## src/hdl/dbfr_pkg.sv

```systemverilog
// package: constants and carrier types for the debug breakpoint and force-reset block
package dbfr_pkg;
	localparam int ADDR_W = 16;
	localparam int DATA_W = 8;
	// debug status/control field positions
	localparam int BREAKPOINT_ENABLE_POS = 5;
	localparam int FTS_POS = 4;
	// force-reset register layout
	localparam int FRST_BIT_POS = 0;
	localparam logic [7:0] FRST_READ_VAL = 8'h00;
	localparam logic [15:0] BKPT_RESET_VAL = 16'h0000;
	// memory-map byte address of the force-reset register (plain default)
	localparam logic [15:0] FRST_ADDR = 16'h1800;
	// cycles the device reset request is held
	localparam int RST_PULSE_CYC = 4;

	// serial debug command decoded by the link layer
	typedef enum logic [1:0] {
		DBFR_CMD_NONE,
		DBFR_CMD_RD_BKPT,
		DBFR_CMD_WR_BKPT
	} dbfr_cmd_e;

	typedef struct packed {
		dbfr_cmd_e cmd;
		logic [15:0] wdata;
	} dbfr_bkpt_req_s;

	typedef struct packed {
		logic wr;
		logic rd;
		logic from_debug;
		logic [15:0] addr;
		logic [7:0] wdata;
	} dbfr_mem_req_s;
endpackage

```

## src/hdl/dbfr_top.sv

```systemverilog
// breakpoint match register, match logic and debug force-reset register
`timescale 1ns/1ps
`default_nettype none
module dbfr_top (
	// clock, reset, enable
	input wire logic ref_clk,
	input wire logic sys_rst,
	input wire logic clk_en,
	// debug status/control bits
	input wire logic breakpoint_enable,
	input wire logic force_or_tag_select,
	// breakpoint commands from the serial link
	input wire dbfr_pkg::dbfr_bkpt_req_s bkpt_req,
	output logic [15:0] bkpt_rdata,
	output logic bkpt_rvalid,
	// memory access port
	input wire dbfr_pkg::dbfr_mem_req_s mem_req,
	output logic [7:0] mem_rdata,
	output logic mem_hit,
	// cpu side
	input wire logic [15:0] cpu_addr,
	input wire logic cpu_opcode_fetch,
	input wire logic cpu_insn_boundary,
	input wire logic cpu_exec_tagged,
	output logic opcode_tag,
	output logic force_bgnd,
	// system reset request
	output logic mcu_reset_req
);

	////////////////////////////////////////////////////////////////////////
	// decode

	function automatic logic frst_sel(input logic [15:0] a);
		frst_sel = (a == dbfr_pkg::FRST_ADDR);
	endfunction

	logic [15:0] bkpt_q, bkpt_d;
	logic [15:0] rdata_q, rdata_d;
	logic rvalid_q, rvalid_d;
	logic [7:0] mrd_q, mrd_d;
	logic hit_q, hit_d;
	logic pend_q, pend_d;
	logic tag_q, tag_d;
	logic force_q, force_d;
	logic [2:0] rcnt_q, rcnt_d;
	logic match;

	// bkpt_q lives outside the memory map; only commands touch it
	always_comb begin
		bkpt_d = bkpt_q;
		rdata_d = rdata_q;
		rvalid_d = 1'b0;
		if (bkpt_req.cmd == dbfr_pkg::DBFR_CMD_WR_BKPT) begin
			bkpt_d = bkpt_req.wdata;
		end
		if (bkpt_req.cmd == dbfr_pkg::DBFR_CMD_RD_BKPT) begin
			rdata_d = bkpt_q;
			rvalid_d = 1'b1;
		end
	end

	////////////////////////////////////////////////////////////////////////
	// breakpoint match

	// disabled breakpoint ignores select bit and address entirely
	assign match = breakpoint_enable && (cpu_addr == bkpt_q);

	always_comb begin
		pend_d = pend_q;
		force_d = 1'b0;
		tag_d = 1'b0;
		if (!breakpoint_enable) begin
			pend_d = 1'b0;
		end else if (force_or_tag_select) begin
			// any address, need not be an opcode
			if (match) begin
				pend_d = 1'b1;
			end
			if ((pend_q || match) && cpu_insn_boundary) begin
				force_d = 1'b1;
				pend_d = 1'b0;
			end
		end else begin
			pend_d = 1'b0;
			tag_d = match && cpu_opcode_fetch;
			// the cpu queue reports when a tagged opcode reaches execution
			force_d = cpu_exec_tagged;
		end
	end

	////////////////////////////////////////////////////////////////////////
	// force-reset register

	always_comb begin
		rcnt_d = rcnt_q;
		mrd_d = mrd_q;
		hit_d = 1'b0;
		if (rcnt_q != 3'h0) begin
			rcnt_d = rcnt_q - 3'h1;
		end
		if (frst_sel(mem_req.addr) && (mem_req.rd || mem_req.wr)) begin
			hit_d = 1'b1;
			mrd_d = dbfr_pkg::FRST_READ_VAL;
		end
		// user-program writes never reach the bit; zero writes do nothing
		if (frst_sel(mem_req.addr) && mem_req.wr && mem_req.from_debug
			&& mem_req.wdata[dbfr_pkg::FRST_BIT_POS]) begin
			rcnt_d = 3'(dbfr_pkg::RST_PULSE_CYC);
		end
	end

	always_ff @(posedge ref_clk) begin
		if (sys_rst) begin
			bkpt_q <= dbfr_pkg::BKPT_RESET_VAL;
			rdata_q <= 16'h0000;
			rvalid_q <= 1'b0;
			mrd_q <= 8'h00;
			hit_q <= 1'b0;
			pend_q <= 1'b0;
			tag_q <= 1'b0;
			force_q <= 1'b0;
			rcnt_q <= 3'h0;
		end else if (clk_en) begin
			bkpt_q <= bkpt_d;
			rdata_q <= rdata_d;
			rvalid_q <= rvalid_d;
			mrd_q <= mrd_d;
			hit_q <= hit_d;
			pend_q <= pend_d;
			tag_q <= tag_d;
			force_q <= force_d;
			rcnt_q <= rcnt_d;
		end
	end

	assign bkpt_rdata = rdata_q;
	assign bkpt_rvalid = rvalid_q;
	assign mem_rdata = mrd_q;
	assign mem_hit = hit_q;
	assign opcode_tag = tag_q;
	assign force_bgnd = force_q;
	assign mcu_reset_req = (rcnt_q != 3'h0);

endmodule
`default_nettype wire

```

## config.mk

```make
export PLATFORM = sky130hd
export DESIGN_NAME = dbfr_top
export DESIGN_NICKNAME = d
export VERILOG_FILES = /design/src/hdl/dbfr_pkg.sv /design/src/hdl/dbfr_top.sv
export SDC_FILE = /design/constraint.sdc
export NUM_CORES = 1
export LEC_CHECK = 0
export BUFFER_PORTS_ARGS = -buffer_cell sky130_fd_sc_hd__buf_2
export CORE_ASPECT_RATIO = 2
export CORE_MARGIN = 5
export CORE_UTILIZATION = 40
export CTS_CLUSTER_DIAMETER = 30
export CTS_CLUSTER_SIZE = 8
export DETAILED_ROUTE_END_ITERATION = 10
export HOLD_SLACK_MARGIN = 0.05
export PLACE_DENSITY = 0.73
export SKIP_LAST_GASP = 1
export SLEW_MARGIN = 0
export SYNTH_ARGS = -nofsm -noshare
export SYNTH_HDL_FRONTEND = slang
export SYNTH_SLANG_ARGS = --single-unit
```

## constraint.sdc

```tcl
create_clock -name ref_clk -period 1.55 [get_ports ref_clk]
set_input_delay 0 -clock ref_clk [delete_from_list [all_inputs] [get_ports ref_clk]]
set_output_delay 0 -clock ref_clk [all_outputs]
set_load 0.05 [all_outputs]
```

==> summary.md, run 1 <==
| Metric | Value |
|---|---|
| Critical path arrival | 1670 ps |
| Critical path launch point type | flop |
| Filler Cell Count | roughly 430 |
| Leak | around 1.1 nW |
| Crit path setup slack, layout | between 80 and 90 ps |
| Busiest metal layer after global routing | met2 |
| Hold crit path type | input port to flop |
| First-pass GRT wire length | 8.17 mm |
| Clock Latency Late Sink | just under 300 ps |
| Layout cells sized above 1 | 0.301 |
| CTS Sinks | 40 |
| P&R area growth vs syn | 42.7% |
| Post-Layout Cell Count | 387 |
| Sum Neg Setup Slack | 0 ps |
| Initial Util | 0.417 |
| Critical Path Fanout Max | 3 |
| Highest achievable clock rate | between 0.6 and 0.7 GHz |
| Synth async-reset ratio | 0 |
| Vias in the first global route | approximately 1.9k |
| Die area | just over 6000 sq um |
| Longest Clk Path Bufs | 2 |
| Pin count of the biggest net entering global routing | between 40 and 50 |
| RSZ-0062 raised after global routing | no |
| Placed insts | around 360 |
| Register area share after synthesis | 0.438 |
| H-tree Lvls | 2 |
| Most common cell in the synthesized netlist | nand2_1 |
| Syn Area/Cell | 8.05 sq um |
| Register area | between 800 and 900 sq um |
| Yosys warns | 0 |
| Area after DPL | approximately 2300 sq um |
| GR Util met3 | 0.0282 |
| Pwr Density | between 800 and 900 nW/um^2 |
| GP Congestion | just under 0.8 |
| Part of the cycle the worst path needs | 0.948 |
| Post-synth top area share | 0.438 |
| TritonRoute pass-1 iters | 4 |
| Number of max-cap violations | 0 |
| Detailed Place HPWL | around 3.8 mm |
| Post-synthesis register bit count | 40 |
| Routed via count | about 1.9k |
| Top cells by count, synth | nand2_1 (70), dfxtp_1 (40), a21oi_1 (38), xor2_1 (15), buf_4 (9) |
| Die X | between 50 and 60 um |
| CP Class | flop to flop |
| Area leader, netlist | dfxtp_1 |
| Netlist cell types | 32 |
| Nets | approximately 400 |
| Worst Setup End Kind | flop |
| Synthesized area | about 1800 sq um |
| Synth area leaders | dfxtp_1 (44%), nand2_1 (14%), a21oi_1 (10%) |
| Area of the multi-input gates | between 900 and 1000 sq um |
| Boundary pin count | 98 |
| CTS Buf Count | 5 |
| Worst EP required | between 1500 and 2000 ps |
| Synth Instances | roughly 230 |
| Clock root buffer | clkbuf_8 |
| Worst-margin pin slew | between 500 and 600 ps |
| Core Footprint | roughly 4400 sq um |
| Final setup vio count | 0 |
| Initial antenna violation count | 1 |
| Slew Limit Headroom | 0.631 |
| # port buffers | 82 |
| Row Count | 34 |
| Clock transition at path regs | about 80 ps |
| DRT iter0 DRCs | 29 |
| Total gr overflow | 0 |
| Post-CTS Setup Bufs | 0 |
| Global Route Usage Sum | 0.170 |
| Status | complete, no violations |
| DP Worst Slack | 66.9 ps |
| Fin. Hold Viols | 0 |
| ANT nets after route | 0 |
| Wire length per cell | between 10 and 15 um |
| Number of synthesized flops with an enable pin | 0 |
| Final max-slew violation count | 0 |
| # resized after CTS | 0 |
| Design area | between 2000 and 3000 sq um |
| WL final | between 5 and 6 mm |
| Met2 usage | 0.320 |
| Die extent in y | ~110 um |
| # hold bufs at CTS | 22 |
| CTS tree | done |
| DRC Markers | 0 |
| GR Util met1 | 0.169 |
| Vias per Instance | ~4.8 |
| Final Skew | approximately 3.0 ps |
| Post-synth top flop | dfxtp_1 |
| Peak supply drop | 624 uV |
| Fin crit period | about 1500 ps |
per-layer routing:
| layer | vias to the layer above | wire [um] |
|---|---|---|
| met1 | 831 | 1840 |
| met5 | - | 0 |
| li1 | 945 | - |
| met2 | 76 | 2790 |
| met4 | 0 | 137 |
| met3 | 8 | 383 |
critical path, cell delays in order, from the launching register on:
cell and delay [ps]:
dfxtp_1 330, xor2_1 160, nor4_1 370, nand3_1 220, o32ai_2 300
state kept, by name, indices dropped and copies added (netlist names):
signal and count:
bkpt_rvalid 1, opcode_tag 1, force_bgnd 1, pend_q 1, rcnt_q 3, bkpt_q 16
bkpt_rdata 16, mem_hit 1
where the power goes:
| group | switching (mW) | internal (mW) | total (mW) |
|---|---|---|---|
| registers | 0.0141 | 1.05 | 1.06 |
| clock network | 0.351 | 0.568 | 0.919 |
| logic | 0.175 | 0.138 | 0.313 |
| total | 0.540 | 1.75 | 2.29 |
cell usage in the layout (no fill, tap or decap), types with 4 or more instances in the layout:
cell type / Yosys / layout
xor2_1: 15 / 15
a21oi_1: 38 / 38
conb_1: 1 / 8
nand2_1: 70 / 70
and2_1: 4 / 4
nand2b_1: 5 / 4
buf_2: 6 / 82
buf_4: 9 / 5
dlygate4sd3_1: 0 / 22
nor4_1: 4 / 4
dfxtp_1: 40 / 40
clkbuf_8: 0 / 7
final cells by class:
| class | instances | share of cell area |
|---|---|---|
| Antenna cell | 1 | 0.000960 |
| Clock buffer | 7 | 0.0370 |
| Clock inverter | 1 | 0.0115 |
| Inverter | 2 | 0.00288 |
| Multi-Input combinational cell | 173 | 0.358 |
| Sequential cell | 40 | 0.307 |
| Tap cell | 54 | 0.0259 |
| Timing Repair Buffer | 109 | 0.256 |
path summary, 6_finish.rpt:
check	from	end	slack, ps	cells after the start
min reg2reg	bkpt_rdata[6]$_SDFFE_PP0P_	bkpt_rdata[6]$_SDFFE_PP0P_	450	2
min	bkpt_req[16]	bkpt_rdata[3]$_SDFFE_PP0P_	130	5
max reg2reg	bkpt_q[0]$_SDFFE_PP0P_	opcode_tag$_SDFFE_PP0P_	80	4
max	bkpt_q[0]$_SDFFE_PP0P_	opcode_tag$_SDFFE_PP0P_	80	4
per-stage QoR:
stage	total power, mW	util	hold slack [ps]
after floorplan	1.25	-	76.0
after global placement	1.35	0.515	242
after detailed placement	1.36	0.515	251
after CTS	2.32	0.594	117
after global routing	2.39	0.595	115
final	2.29	0.595	127
kinds of logic after synthesis:
kind of cell	after synthesis	synth area share
AOI/OAI and AO/OA	45	0.138
xor gates and xnor gates	17	0.0815
adders and majority gates	2	0.0137
buffers and inverters	21	0.0664
DFF	40	0.438
other	1	0.00205
and+or+nand+nor	101	0.260
Note: power is estimated with default switching activity, not from simulation.
==> inputs of run 2 (changes only) <==
--- a/config.mk
+++ b/config.mk
@@ -9,6 +9,7 @@
 export CORE_ASPECT_RATIO = 2
 export CORE_MARGIN = 5
 export CORE_UTILIZATION = 40
+export CTS_BUF_LIST = sky130_fd_sc_hd__clkbuf_16
 export CTS_CLUSTER_DIAMETER = 30
 export CTS_CLUSTER_SIZE = 8
 export DETAILED_ROUTE_END_ITERATION = 10
==> run 2 against run 1 <==
Final cell count fell by 1.3%. Clock power increased by 22%. Critical path depth stayed put. Largest cell class unchanged. Highest routed layer unchanged.
==> summary.md, run 2 (synthesis gave the netlist of run 1 again) <==
| Metric | Value |
|---|---|
| Initial antenna violation count | 0 (-1) |
| Slew Limit Headroom | 0.625 (-0.00631) |
| Number of max-cap violations | 0 (unchanged) |
| Pin count of the biggest net entering global routing | 41 (unchanged) |
| Die area | 6100 sq um (unchanged) |
| Vias per Instance | 4.88 (+1.6%) |
| DRC Markers | 0 (unchanged) |
| Worst Setup End Kind | flop |
| Filler Cell Count | 427 (+0.47%) |
| WL final | 5.22 mm (+1.5%) |
| Boundary pin count | 98 (unchanged) |
| Commonest non-fill, non-tap cell in the layout | buf_2 |
| Die extent in y | 106 um (unchanged) |
| Detailed Place HPWL | 3.78 mm (unchanged) |
| Critical path arrival | 1650 ps (-20 ps) |
| TritonRoute pass-1 iters | 4 (unchanged) |
| Total gr overflow | 0 (unchanged) |
| CTS Buf Count | 5 (unchanged) |
| DRT iter0 DRCs | 32 (+10%) |
| Longest Clk Path Bufs | 2 (unchanged) |
| Global Route Usage Sum | 0.172 (+0.00224) |
| Routed via count | 1866 (+0.32%) |
| Final Hold Slack | 67.8 ps (-59.7 ps) |
| Final Skew | 1.33 ps (-1.69 ps) |
| Design area | 2600 sq um (-0.19%) |
| Layout cells sized above 1 | 0.302 (+0.000624) |
| Fin. Hold Viols | 0 (unchanged) |
| CP Class | flop to flop |
| Die X | 57.8 um (unchanged) |
| Highest achievable clock rate | 0.686 GHz (+0.79%) |
| Worst-margin pin slew | 563 ps (+9.46 ps) |
| Row Count | 34 (unchanged) |
| CTS Sinks | 40 (unchanged) |
| Worst EP required | 1740 ps (about the same) |
| Critical path launch point type | flop |
| Part of the cycle the worst path needs | 0.941 (-0.00741) |
| Peak supply drop | 774 uV (+24%) |
| Initial Util | 0.417 (unchanged) |
| # port buffers | 82 (unchanged) |
| Hold crit path type | input port to flop |
| Power, Total | 2.49 mW (+8.8%) |
| First-pass GRT wire length | 8.23 mm (+0.76%) |
| Final setup vio count | 0 (unchanged) |
| CTS tree | done |
| Vias in the first global route | 1892 (+1.0%) |
| Area after DPL | 2260 sq um (unchanged) |
| Core Footprint | 4380 sq um (unchanged) |
| # diodes | 0 (-1) |
| Final max-slew violation count | 0 (unchanged) |
| ANT nets after route | 0 (unchanged) |
| H-tree Lvls | 2 (unchanged) |
| Pwr Density | 959 nW/um^2 (+9.1%) |
| P&R area growth vs syn | 42.4% |
| Fin crit period | 1460 ps (-11.5 ps) |
| Wire length per cell | 13.7 um (+2.8%) |
| RSZ-0062 raised after global routing | no |
| Post-CTS Setup Bufs | 0 (unchanged) |
| Clock root buffer | clkbuf_16 |
| Leak | 1.15 nW (+0.12%) |
| Sum Neg Setup Slack | 0 ps (unchanged) |
| Status | complete, no violations |
| Clock Latency Late Sink | 280 ps (about the same) |
| Clock transition at path regs | 60 ps (-20 ps) |
| GP Congestion | 0.789 (unchanged) |
| Critical Path Fanout Max | 3 (unchanged) |
| Core Util, Final | 0.594 (-0.00114) |
| Nets | 398 (-1.0%) |
| Most frequent cells in the layout | buf_2 (82), nand2_1 (70), dfxtp_1 (40), a21oi_1 (38), dlygate4sd3_1 (18) |
run 2: changes by cell type in the layout (fill, tap and decap cells not counted):
cell / before / now
diode_2: 1 / 0
clkinv_1: 0 / 2
dlygate4sd3_1: 22 / 18
clkbuf_16: 0 / 5
and2_2: 0 / 1
and2_1: 4 / 3
clkbuf_8: 7 / 0
run 2: repair_timing:
item,in CTS,in global routing
resized for setup,0,1
hold buffers,18,0
endpoints found under the hold margin,18,0
endpoints found under the setup margin,0,1
run 2: per-layer routing:
metal | track usage | vias up | part of all wire
met5 | 0 | - | 0
met4 | 0.0962 | 0 | 0.028
met3 | 0.0318 | 10 | 0.077
met2 | 0.320 | 73 | 0.54
met1 | 0.170 | 847 | 0.36
li1 | - | 936 | -
run 2: cell type report:
type / count / area [sq um] / share of cell area
Sequential cell: 40 / 801 / 0.308
Clock inverter: 3 / 37.5 / 0.0144
Timing Repair Buffer: 105 / 628 / 0.241
Clock buffer: 5 / 125 / 0.0481
Tap cell: 54 / 67.6 / 0.0260
Multi-Input combinational cell: 173 / 935 / 0.359
Inverter: 2 / 7.51 / 0.00289
run 2: stage by stage:
stage	cells	setup slack (ps)
6_report	382	91.8
5_1_grt	382	8.41
4_1_cts	382	40.8
3_5_place_dp	356	66.9
3_3_place_gp	356	143
2_1_floorplan	234	42.8
run 2: final timing paths:
path | slack [ps] | from | cells after the start | to
hold / removal | 70 | mem_req[26] | 3 | mem_hit$_SDFFE_PP0P_
setup / recovery | 90 | bkpt_q[12]$_SDFFE_PP0P_ | 4 | opcode_tag$_SDFFE_PP0P_
setup reg to reg | 90 | bkpt_q[12]$_SDFFE_PP0P_ | 4 | opcode_tag$_SDFFE_PP0P_
hold reg to reg | 450 | bkpt_rdata[9]$_SDFFE_PP0P_ | 2 | bkpt_rdata[9]$_SDFFE_PP0P_
run 2: report_power, final:
group | internal, mW | switching, mW
combinational | 0.134 | 0.175
clock | 0.747 | 0.378
sequential | 1.05 | 0.0141
total | 1.93 | 0.566
run 2: worst max-delay path, cell delays in order, from the launching register on:
cell and delay, ps:
dfxtp_1 330, xor2_1 160, nor4_1 360, nand3_1 220, o32ai_2 300
